**src/lfdpa_pkg.sv**
```systemverilog
/*
 * Constants and carrier types shared by the link register group.
 * Assumes a single 50 MHz clock and a 32-bit AXI4-Lite register bus.
 * Documented bit 0 is the MSB: documented bit n sits at hardware bit 31-n.
 */
// Functional notes
// - write one flushes async transmit queue, self-clears
// - write one flushes iso transmit queue, self-clears
// - write one flushes general receive queue, self-clears
// - trigger size field, quadlets, for partial reads
// - trigger ignored unless enabled and header good
// - receive depth is 512 minus both depths
// - snoop and unlock always writable, others locked
// - snoop enable makes receiver capture every packet
// - unlock makes normally read-only bits writable
// - upper half requests, lower half phy replies
// - read request sent, then bit clears
// - write request sent, then bit clears
// - request address and write data fields
// - reply loads responding address and data
// - new phy reply raises info interrupt flag
// - diagnostic and phy registers reset zero
// - queue words are 33 bits with marker
package lfdpa_pkg;
    // ------------------------------------------------------------
    // register map
    // ------------------------------------------------------------
    localparam logic [7:0] OFS_QUEUE_PARTITION_CTRL = 8'h1C;
    localparam logic [7:0] OFS_TEST_OBSERVE_CTRL = 8'h20;
    localparam logic [7:0] OFS_TRANSCEIVER_REG_PORT = 8'h24;
    localparam logic [31:0] RST_QUEUE_PARTITION_CTRL = 32'h0000_0000;
    localparam logic [31:0] RST_TEST_OBSERVE_CTRL = 32'h0000_0000;
    localparam logic [31:0] RST_TRANSCEIVER_REG_PORT = 32'h0000_0000;

    // ------------------------------------------------------------
    // field positions (hardware bit index, lsb = 0)
    // ------------------------------------------------------------
    localparam int QC_FLUSH_ATX_BIT = 31;
    localparam int QC_FLUSH_ITX_BIT = 30;
    localparam int QC_FLUSH_GRX_BIT = 29;
    localparam int QC_TRIG_LSB = 18;
    localparam int QC_ATX_LSB = 9;
    localparam int QC_ITX_LSB = 0;
    localparam int DG_CAPTURE_BIT = 31;
    localparam int DG_UNLOCK_BIT = 27;
    localparam int TP_RD_BIT = 31;
    localparam int TP_WR_BIT = 30;
    localparam int TP_ADDR_LSB = 24;
    localparam int TP_WDATA_LSB = 16;
    localparam int TP_RADDR_LSB = 8;
    localparam int TP_RDATA_LSB = 0;

    // ------------------------------------------------------------
    // sizes and bus answers
    // ------------------------------------------------------------
    localparam int DEPTH_W = 9;
    localparam logic [9:0] QUEUE_TOTAL_QUADS = 10'h200;
    localparam int QWORD_W = 33;
    localparam logic [1:0] RESP_OKAY = 2'h0;
    localparam logic [1:0] RESP_SLVERR = 2'h2;

    typedef struct packed {
        logic [7:0] addr;
        logic [31:0] data;
        logic [3:0] strb;
    } lfdpa_wcmd_t;

    typedef struct packed {
        logic is_write;
        logic [3:0] addr;
        logic [7:0] wdata;
    } lfdpa_phy_req_t;

    typedef struct packed {
        logic [3:0] addr;
        logic [7:0] data;
    } lfdpa_phy_reply_t;

    typedef struct packed {
        logic first_mark;
        logic [31:0] data;
    } lfdpa_qword_t;

    typedef enum logic [1:0] {
        SEQ_IDLE = 2'h0,
        SEQ_SEND = 2'h1,
        SEQ_DONE = 2'h3
    } lfdpa_seq_t;
endpackage

```
**src/lfdpa_link_regs.sv**
```systemverilog
/*
 * Queue partition, diagnostic and transceiver access register group.
 * Assumes AXI4-Lite at 50 MHz, and queue and transceiver logic on the same clock.
 */
// Our own choice: the AXI4-Lite slave port.
`timescale 1ns/10ps
module lfdpa_link_regs
    import lfdpa_pkg::*;
(
    // clock and reset
    input logic aclk,
    input logic aresetn,
    // AXI4-Lite write
    input logic awvalid,
    output logic awready,
    input logic [7:0] awaddr,
    input logic wvalid,
    output logic wready,
    input logic [31:0] wdata,
    input logic [3:0] wstrb,
    output logic bvalid,
    input logic bready,
    output logic [1:0] bresp,
    // AXI4-Lite read
    input logic arvalid,
    output logic arready,
    input logic [7:0] araddr,
    output logic rvalid,
    input logic rready,
    output logic [31:0] rdata,
    output logic [1:0] rresp,
    // queue control
    output logic flush_async_tx_queue,
    output logic flush_iso_tx_queue,
    output logic flush_general_rx_queue,
    output logic [DEPTH_W-1:0] async_tx_queue_depth,
    output logic [DEPTH_W-1:0] iso_tx_queue_depth,
    output logic [9:0] general_rx_queue_depth,
    output logic [QWORD_W-1:0] queue_word_mask,
    // partial read trigger
    input logic partial_read_enable,
    input logic bad_header_flag,
    output logic trigger_size_active,
    output logic [DEPTH_W-1:0] trigger_size_quadlets,
    // diagnostics
    output logic capture_all_enable,
    output logic full_write_unlock,
    // transceiver access
    output logic phy_req_valid,
    input logic phy_req_ready,
    output lfdpa_phy_req_t phy_req,
    input logic phy_reply_valid,
    input lfdpa_phy_reply_t phy_reply,
    output logic transceiver_info_irq
);
    // ------------------------------------------------------------
    // state
    // ------------------------------------------------------------
    typedef struct packed {
        logic [DEPTH_W-1:0] trig;
        logic [DEPTH_W-1:0] atx;
        logic [DEPTH_W-1:0] itx;
        logic [2:0] flush;
        logic capture;
        logic unlock;
        logic rd_req;
        logic wr_req;
        logic [3:0] req_addr;
        logic [7:0] req_wdata;
        logic [3:0] rep_addr;
        logic [7:0] rep_data;
        logic irq;
        logic trig_on;
        logic [9:0] grx;
    } lfdpa_regs_t;

    lfdpa_regs_t q_r;
    lfdpa_regs_t q_nxt;

    logic wr_en;
    lfdpa_wcmd_t wr_cmd;
    logic [7:0] rd_addr;
    logic [31:0] rd_data;
    logic [2:0] wr_sel;
    logic [2:0] rd_sel;
    logic [31:0] wv;
    logic set_rd;
    logic set_wr;
    logic done_rd;
    logic done_wr;

    // ------------------------------------------------------------
    // helpers
    // ------------------------------------------------------------
    // one-hot select: bit0 queue ctrl, bit1 diagnostic, bit2 transceiver port
    function automatic logic [2:0] reg_decode(input logic [7:0] a);
        reg_decode = {a == OFS_TRANSCEIVER_REG_PORT, a == OFS_TEST_OBSERVE_CTRL,
                      a == OFS_QUEUE_PARTITION_CTRL};
    endfunction

    function automatic logic [31:0] wmerge(input logic [31:0] cur, input lfdpa_wcmd_t c);
        logic [31:0] m;
        m = '0;
        for (int i = 0; i < 4; i++) begin
            m[i*8 +: 8] = {8{c.strb[i]}};
        end
        wmerge = (cur & ~m) | (c.data & m);
    endfunction

    // flush bits always read zero
    function automatic logic [31:0] view_qc(input lfdpa_regs_t s);
        view_qc = RST_QUEUE_PARTITION_CTRL;
        view_qc[QC_TRIG_LSB +: DEPTH_W] = s.trig;
        view_qc[QC_ATX_LSB +: DEPTH_W] = s.atx;
        view_qc[QC_ITX_LSB +: DEPTH_W] = s.itx;
    endfunction

    function automatic logic [31:0] view_dg(input lfdpa_regs_t s);
        view_dg = RST_TEST_OBSERVE_CTRL;
        view_dg[DG_CAPTURE_BIT] = s.capture;
        view_dg[DG_UNLOCK_BIT] = s.unlock;
    endfunction

    function automatic logic [31:0] view_tp(input lfdpa_regs_t s);
        view_tp = RST_TRANSCEIVER_REG_PORT;
        view_tp[TP_RD_BIT] = s.rd_req;
        view_tp[TP_WR_BIT] = s.wr_req;
        view_tp[TP_ADDR_LSB +: 4] = s.req_addr;
        view_tp[TP_WDATA_LSB +: 8] = s.req_wdata;
        view_tp[TP_RADDR_LSB +: 4] = s.rep_addr;
        view_tp[TP_RDATA_LSB +: 8] = s.rep_data;
    endfunction

    // receive share; floors at zero if software oversubscribes
    function automatic logic [9:0] grx_depth(input logic [DEPTH_W-1:0] a, input logic [DEPTH_W-1:0] i);
        logic [9:0] sum;
        sum = {1'b0, a} + {1'b0, i};
        grx_depth = (sum > QUEUE_TOTAL_QUADS) ? 10'h000 : QUEUE_TOTAL_QUADS - sum;
    endfunction

    // ------------------------------------------------------------
    // bus front end and request sequencer
    // ------------------------------------------------------------
    lfdpa_axil_slave u_axil (
        .aclk(aclk),
        .aresetn(aresetn),
        .awvalid(awvalid),
        .awready(awready),
        .awaddr(awaddr),
        .wvalid(wvalid),
        .wready(wready),
        .wdata(wdata),
        .wstrb(wstrb),
        .bvalid(bvalid),
        .bready(bready),
        .bresp(bresp),
        .arvalid(arvalid),
        .arready(arready),
        .araddr(araddr),
        .rvalid(rvalid),
        .rready(rready),
        .rdata(rdata),
        .rresp(rresp),
        .wr_en(wr_en),
        .wr_cmd(wr_cmd),
        .wr_hit(|wr_sel),
        .rd_addr(rd_addr),
        .rd_data(rd_data),
        .rd_hit(|rd_sel)
    );

    lfdpa_phy_seq u_seq (
        .aclk(aclk),
        .aresetn(aresetn),
        .rd_pend(q_r.rd_req),
        .wr_pend(q_r.wr_req),
        .req_addr(q_r.req_addr),
        .req_wdata(q_r.req_wdata),
        .done_rd(done_rd),
        .done_wr(done_wr),
        .phy_req_valid(phy_req_valid),
        .phy_req_ready(phy_req_ready),
        .phy_req(phy_req)
    );

    // ------------------------------------------------------------
    // register read
    // ------------------------------------------------------------
    assign wr_sel = reg_decode(wr_cmd.addr);
    assign rd_sel = reg_decode(rd_addr);

    always_comb begin
        rd_data = 32'h0000_0000;
        unique case (1'b1)
            rd_sel[0]: rd_data = view_qc(q_r);
            rd_sel[1]: rd_data = view_dg(q_r);
            rd_sel[2]: rd_data = view_tp(q_r);
            default: rd_data = 32'h0000_0000;
        endcase
    end

    // ------------------------------------------------------------
    // register update
    // ------------------------------------------------------------
    always_comb begin
        q_nxt = q_r;
        wv = 32'h0000_0000;
        set_rd = 1'b0;
        set_wr = 1'b0;
        q_nxt.flush = 3'h0;
        q_nxt.irq = phy_reply_valid;
        q_nxt.trig_on = partial_read_enable & ~bad_header_flag;
        if (wr_en && wr_sel[0]) begin
            wv = wmerge(view_qc(q_r), wr_cmd);
            q_nxt.flush = {wv[QC_FLUSH_GRX_BIT], wv[QC_FLUSH_ITX_BIT], wv[QC_FLUSH_ATX_BIT]};
            q_nxt.trig = wv[QC_TRIG_LSB +: DEPTH_W];
            q_nxt.atx = wv[QC_ATX_LSB +: DEPTH_W];
            q_nxt.itx = wv[QC_ITX_LSB +: DEPTH_W];
        end
        if (wr_en && wr_sel[1]) begin
            wv = wmerge(view_dg(q_r), wr_cmd);
            q_nxt.capture = wv[DG_CAPTURE_BIT];
            q_nxt.unlock = wv[DG_UNLOCK_BIT];
        end
        if (wr_en && wr_sel[2]) begin
            wv = wmerge(view_tp(q_r), wr_cmd);
            set_rd = wv[TP_RD_BIT];
            set_wr = wv[TP_WR_BIT];
            q_nxt.req_addr = wv[TP_ADDR_LSB +: 4];
            q_nxt.req_wdata = wv[TP_WDATA_LSB +: 8];
            if (q_r.unlock) begin
                q_nxt.rep_addr = wv[TP_RADDR_LSB +: 4];
                q_nxt.rep_data = wv[TP_RDATA_LSB +: 8];
            end
        end
        // a new software request wins over the sequencer's clear
        q_nxt.rd_req = set_rd | (q_r.rd_req & ~done_rd);
        q_nxt.wr_req = set_wr | (q_r.wr_req & ~done_wr);
        if (phy_reply_valid) begin
            q_nxt.rep_addr = phy_reply.addr;
            q_nxt.rep_data = phy_reply.data;
        end
        q_nxt.grx = grx_depth(q_nxt.atx, q_nxt.itx);
    end

    always_ff @(posedge aclk) begin
        if (!aresetn) begin
            // both depths reset to zero, so the receive share is the whole memory
            q_r <= '{grx: QUEUE_TOTAL_QUADS, default: '0};
        end else begin
            q_r <= q_nxt;
        end
    end

    // ------------------------------------------------------------
    // outputs
    // ------------------------------------------------------------
    assign flush_async_tx_queue = q_r.flush[0];
    assign flush_iso_tx_queue = q_r.flush[1];
    assign flush_general_rx_queue = q_r.flush[2];
    assign async_tx_queue_depth = q_r.atx;
    assign iso_tx_queue_depth = q_r.itx;
    assign general_rx_queue_depth = q_r.grx;
    assign trigger_size_active = q_r.trig_on;
    assign trigger_size_quadlets = q_r.trig_on ? q_r.trig : '0;
    assign capture_all_enable = q_r.capture;
    assign full_write_unlock = q_r.unlock;
    assign transceiver_info_irq = q_r.irq;
    // top bit of each queue word marks a packet start or token
    assign queue_word_mask = {1'b1, {(QWORD_W-1){1'b0}}};
endmodule

```
**src/lfdpa_axil_slave.sv**
```systemverilog
/*
 * AXI4-Lite slave front end: one write and one read at a time.
 * Assumes the parent decodes the address and answers hit/data combinationally.
 */
`timescale 1ns/10ps
module lfdpa_axil_slave
    import lfdpa_pkg::*;
(
    // clock and reset
    input logic aclk,
    input logic aresetn,
    // write channels
    input logic awvalid,
    output logic awready,
    input logic [7:0] awaddr,
    input logic wvalid,
    output logic wready,
    input logic [31:0] wdata,
    input logic [3:0] wstrb,
    output logic bvalid,
    input logic bready,
    output logic [1:0] bresp,
    // read channels
    input logic arvalid,
    output logic arready,
    input logic [7:0] araddr,
    output logic rvalid,
    input logic rready,
    output logic [31:0] rdata,
    output logic [1:0] rresp,
    // register side
    output logic wr_en,
    output lfdpa_wcmd_t wr_cmd,
    input logic wr_hit,
    output logic [7:0] rd_addr,
    input logic [31:0] rd_data,
    input logic rd_hit
);
    typedef struct packed {
        logic aw_ok;
        logic w_ok;
        lfdpa_wcmd_t cmd;
        logic bvalid;
        logic [1:0] bresp;
        logic rvalid;
        logic [31:0] rdata;
        logic [1:0] rresp;
    } lfdpa_axs_t;

    lfdpa_axs_t s_r;
    lfdpa_axs_t s_nxt;

    assign awready = ~s_r.aw_ok & ~s_r.bvalid;
    assign wready = ~s_r.w_ok & ~s_r.bvalid;
    assign arready = ~s_r.rvalid;
    assign wr_en = s_r.aw_ok & s_r.w_ok & ~s_r.bvalid;
    assign wr_cmd = s_r.cmd;
    assign rd_addr = araddr;
    assign bvalid = s_r.bvalid;
    assign bresp = s_r.bresp;
    assign rvalid = s_r.rvalid;
    assign rdata = s_r.rdata;
    assign rresp = s_r.rresp;

    always_comb begin
        s_nxt = s_r;
        if (awvalid && awready) begin
            s_nxt.aw_ok = 1'b1;
            s_nxt.cmd.addr = awaddr;
        end
        if (wvalid && wready) begin
            s_nxt.w_ok = 1'b1;
            s_nxt.cmd.data = wdata;
            s_nxt.cmd.strb = wstrb;
        end
        if (wr_en) begin
            s_nxt.aw_ok = 1'b0;
            s_nxt.w_ok = 1'b0;
            s_nxt.bvalid = 1'b1;
            s_nxt.bresp = wr_hit ? RESP_OKAY : RESP_SLVERR;
        end else if (s_r.bvalid && bready) begin
            s_nxt.bvalid = 1'b0;
        end
        if (arvalid && arready) begin
            s_nxt.rvalid = 1'b1;
            s_nxt.rdata = rd_hit ? rd_data : 32'h0000_0000;
            s_nxt.rresp = rd_hit ? RESP_OKAY : RESP_SLVERR;
        end else if (s_r.rvalid && rready) begin
            s_nxt.rvalid = 1'b0;
        end
    end

    always_ff @(posedge aclk) begin
        if (!aresetn) begin
            s_r <= '0;
        end else begin
            s_r <= s_nxt;
        end
    end
endmodule

```
**src/lfdpa_phy_seq.sv**
```systemverilog
/*
 * Issues one pending transceiver register request at a time.
 * Assumes the transceiver interface runs on the same clock.
 */
`timescale 1ns/10ps
module lfdpa_phy_seq
    import lfdpa_pkg::*;
(
    // clock and reset
    input logic aclk,
    input logic aresetn,
    // pending requests from the register bank
    input logic rd_pend,
    input logic wr_pend,
    input logic [3:0] req_addr,
    input logic [7:0] req_wdata,
    output logic done_rd,
    output logic done_wr,
    // transceiver request port
    output logic phy_req_valid,
    input logic phy_req_ready,
    output lfdpa_phy_req_t phy_req
);
    typedef struct packed {
        lfdpa_seq_t state;
        lfdpa_phy_req_t req;
    } lfdpa_sq_t;

    lfdpa_sq_t s_r;
    lfdpa_sq_t s_nxt;

    assign phy_req_valid = (s_r.state == SEQ_SEND);
    assign phy_req = s_r.req;
    assign done_rd = (s_r.state == SEQ_DONE) & ~s_r.req.is_write;
    assign done_wr = (s_r.state == SEQ_DONE) & s_r.req.is_write;

    // done state gives the bank one cycle to drop the bit before idle re-looks
    always_comb begin
        s_nxt = s_r;
        unique case (s_r.state)
            SEQ_IDLE: begin
                if (rd_pend || wr_pend) begin
                    s_nxt.req = '{is_write: ~rd_pend, addr: req_addr, wdata: req_wdata};
                    s_nxt.state = SEQ_SEND;
                end
            end
            SEQ_SEND: begin
                if (phy_req_ready) begin
                    s_nxt.state = SEQ_DONE;
                end
            end
            SEQ_DONE: s_nxt.state = SEQ_IDLE;
            default: s_nxt.state = SEQ_IDLE;
        endcase
    end

    always_ff @(posedge aclk) begin
        if (!aresetn) begin
            s_r <= '0;
        end else begin
            s_r <= s_nxt;
        end
    end
endmodule

```
**config.mk**
```make
export PLATFORM = sky130hd
export DESIGN_NAME = lfdpa_link_regs
export DESIGN_NICKNAME = d
export VERILOG_FILES = /design/src/lfdpa_pkg.sv /design/src/lfdpa_link_regs.sv /design/src/lfdpa_axil_slave.sv /design/src/lfdpa_phy_seq.sv
export SDC_FILE = /design/constraint.sdc
export NUM_CORES = 1
export LEC_CHECK = 0
export BUFFER_PORTS_ARGS = -buffer_cell sky130_fd_sc_hd__buf_2
export CORE_MARGIN = 8
export CORE_UTILIZATION = 33
export DETAILED_ROUTE_END_ITERATION = 8
export HOLD_SLACK_MARGIN = 0.15
export PLACE_DENSITY = 0.65
export SYNTH_ARGS = -nofsm -noshare
export SYNTH_HDL_FRONTEND = slang
export SYNTH_SLANG_ARGS = --single-unit
```
**constraint.sdc**
```tcl
create_clock -name aclk -period 4.7 [get_ports aclk]
set_input_delay 0.94 -clock aclk [delete_from_list [all_inputs] [get_ports aclk]]
set_output_delay 0.94 -clock aclk [all_outputs]
set_load 0.03 [all_outputs]
```
==> flow_summary_export.csv <==
group,metric,value,unit
die,die_h,170.0,µm
power,power.density,356.5,nW/µm²
die,core_area,23400,µm²
cells_and_area,layout.cells.non_filler,1362,
sta,hold_ws,0.4493,ns
detailed_routing,viasPerCell,4.732,
sta,rsz0062_at_grt,"no",
sta,timing.final.crit_share,0.9412,
clock_network,hold_buffers,0,
detailed_routing,ant_nets,0,
clock_network,postCtsResizedCells,0,
critical_path,crit_buf_inv,1,
grt,grt_max_degree,86,
min_path,hold_path_class,"flip-flop to flip-flop",
die,die_w,170.0,µm
synthesis,synthDistinctLibCells,63,
cells_and_area,layout-drive-gt1-share,0.2349,
synthesis,ys_warn_count,0,
detailed_routing,drtIter0Drc,474,
sta,max-slew-margin-rel,0.3162,
die,rows,56,
detailed_routing,wirelength,22220,µm
critical_path,path_delay_family,"simple AND/OR/NAND/NOR gates",
die,initial_utilization,0.3343,
synthesis,netlist_area,7824,µm²
clock_network,numCtsBuffers,17,
grt,grt_pass1_vias,6254,
power,ir_worst_vdd,0.1752,mV
detailed_routing,drt_drc_violations_left,0,
placement,gp_congestion,0.8905,
critical_path,endpoint_kind,"flip-flop",
power,power.switching,0.7707,mW
critical_path,crit_chain,"or4_4 > nor3_1 > nand2_1 > mux2_2 > ha_1 > inv_1 > fa_1 > a32oi_2 > o21ai_1 > o2bb2ai_1 > xor2_1 > a41oi_4 > nor3_2",
outcome,status,"complete, no violations",
sta,fmax,226.0,MHz
power,switching_share,0.2433,
placement,dp.cells,1331,
power,clkPwrFrac,0.466,
synthesis,ys_seq_area_frac,0.4196,
critical_path,slowest_stage,"or4_4",
power,pwr-share-comb,0.074,
critical_path,slowest_delay,0.64,ns
critical_path,crit_type,"flip-flop to flip-flop",
sta,fin_tns_setup,0,ns
detailed_routing,wl_per_cell,16.32,µm
cells_and_area,n_antenna_cell,0,
power,p_leak,3.808,nW
die,pin_count,207,
critical_path,cp_max_fo,11,
detailed_routing,first_pass_iters,7,
die,dieArea,28890,µm²
sta,hold_violations,0,
synthesis,synth-edff-count,0,
critical_path,critical_path_depth,13,
clock_network,post-cts-setup-buffer-count,0,
placement,port_buffers,168,
cells_and_area,nNetsFinal,1116,
placement,dp_worst_setup_slack,0.3245,ns
sta,min_period,4.424,ns
cells_and_area,final_util,0.3796,
grt,overflow,0,
sta,fin_ws,0.2762,ns
critical_path,arrival,4.77,ns
grt,grtUsageTotal,0.1522,
critical_path,r2r-start,"u_axil.wr_cmd[43]$_SDFFE_PN0P_",
grt,grt_antenna_before_repair,2,
synthesis,synth_seq_cells,164,
clock_network,clkLatencyLatePin,0.42,ns
synthesis,synthCells,959,
critical_path,required,5.05,ns
grt,grt_pass1_wl,34580,µm
sta,fin_skew,0.007668,ns
synthesis,synth.avg_cell_area,8.158,µm²
clock_network,clockBufferDepth,2,
sta,tightest_slew,1.023,ns
power,pwr-share-seq,0.461,
critical_path,critPathLaunchType,"flip-flop",
flow_run,maxCapViolCount,0,
clock_network,cts-htree-levels,4,
critical_path,crit_start,"u_axil.wr_cmd[43]$_SDFFE_PN0P_",
detailed_routing,vias,6445,
cells_and_area,area_delta_synth_final,13.55,%
critical_path,rrSetupSlack,0.28,ns
sta,setup_violations,0,
critical_path,r2r_end,"general_rx_queue_depth[7]$_SDFF_PP0_",
synthesis,synth_flop_cell,"dfxtp_1",
sta,slew_viol_final,0,
clock_network,cts_root_buf,"clkbuf_16",
clock_network,cts.clk_slew.worst_paths,0.06,ns
power,p_int,2.397,mW
critical_path,worstSetupEndpoint,"general_rx_queue_depth[7]$_SDFF_PP0_",
critical_path,worst_r2r_path_depth,13,
clock_network,clock-sinks,164,
cells_and_area,mostFrequentLayoutCells,"nand2_1, buf_2, dfxtp_1",
synthesis,synthArstFlopShare,0,
clock_network,cts_tree,"done",
placement,dpl.hpwl,16830,µm
## tightest hold or removal path: cells and delay by family (launching register included)
family	cells	cell delay, ns
and+or+nand+nor	1	0.05
AOI/OAI and AO/OA	1	0.05
DFF	1	0.31
## cell families (layout without fill, tap and decap cells)
| family | after synthesis | count (layout) | share of synthesized area |
|---|---|---|---|
| adder cells (fa/ha/maj) | 10 | 10 | 0.01695 |
| other | 2 | 37 | 0.0009599 |
| multiplexers | 27 | 27 | 0.03710 |
| buffers and inverters | 172 | 221 | 0.1363 |
| XOR/XNOR | 10 | 10 | 0.01455 |
| AO/OA/AOI/OAI | 194 | 194 | 0.1518 |
| AND/OR/NAND/NOR | 380 | 380 | 0.2228 |
| flip-flops | 164 | 164 | 0.4196 |
## worst min-delay path by stage
stage,from,slack (ns),depth (start not counted),end
final,u_axil.rdata[31]$_SDFFE_PN0P_,0.45,2,u_axil.rdata[31]$_SDFFE_PN0P_
after global routing,u_seq.phy_req[7]$_SDFFE_PN0P_,0.47,2,u_seq.phy_req[7]$_SDFFE_PN0P_
after CTS,u_seq.phy_req[7]$_SDFFE_PN0P_,0.45,2,u_seq.phy_req[7]$_SDFFE_PN0P_
after detailed placement,u_seq.phy_req[7]$_SDFFE_PN0P_,0.44,2,u_seq.phy_req[7]$_SDFFE_PN0P_
after global placement,u_axil.rdata[31]$_SDFFE_PN0P_,0.44,2,u_axil.rdata[31]$_SDFFE_PN0P_
after floorplan,u_axil.wr_cmd[33]$_SDFFE_PN0P_,0.43,1,flush_general_rx_queue$_SDFF_PN0_
## cells in the mapped netlist (3+ instances only)
library cell	number	area [µm²]
a211oi_1	4	30.03
a21oi_1	134	670.6
a22oi_1	23	172.7
and2_1	31	193.9
and3_1	5	31.28
buf_4	110	825.8
clkbuf_1	49	183.9
dfxtp_1	164	3283
ha_1	9	112.6
inv_1	10	37.54
mux2_2	16	180.2
mux2i_1	11	110.1
nand2_1	168	630.6
nand2b_1	5	31.28
nand3_1	43	215.2
nor2_1	93	349.1
nor2b_1	5	31.28
nor3_1	5	25.02
nor3b_1	3	22.52
nor4_1	3	18.77
o21ai_0	7	35.03
o21ai_1	3	15.01
xnor2_1	4	35.03
xor2_1	4	35.03
## power by group through the flow
stage / Sequential (mW) / Combinational [mW] / Clock (mW)
floorplan: 1.48 / 0.190 / 0
global placement: 1.49 / 0.233 / 0
detailed placement: 1.49 / 0.235 / 0
CTS: 1.46 / 0.235 / 1.51
global route: 1.46 / 0.258 / 1.57
finish: 1.46 / 0.233 / 1.47
## area by class of cell
type / instances / area (µm²)
Sequential cell: 164 / 3283
Clock buffer: 20 / 446.7
Fill cell: 2489 / 14520
Inverter: 11 / 43.79
Tap cell: 319 / 399.1
Multi-Input combinational cell: 658 / 3612
Clock inverter: 11 / 175.2
Timing Repair Buffer: 179 / 923.4
## stage by stage
stage	instance area, µm²	power (mW)
after floorplan	7955	1.669
after global placement	8262	1.721
after detailed placement	8262	1.725
after CTS	8884	3.203
after global routing	8884	3.289
final	8884	3.167
## metal layers
layer | wire, µm | GRT usage | up-vias | share of wire
met5 | 25 | 0 | - | 0.0011
met4 | 485 | 0.05378 | 4 | 0.022
met3 | 1689 | 0.04402 | 33 | 0.076
met2 | 9793 | 0.2341 | 225 | 0.44
met1 | 10230 | 0.2004 | 2952 | 0.46
li1 | - | - | 3231 | -
Note: power is estimated with default switching activity, not from simulation.
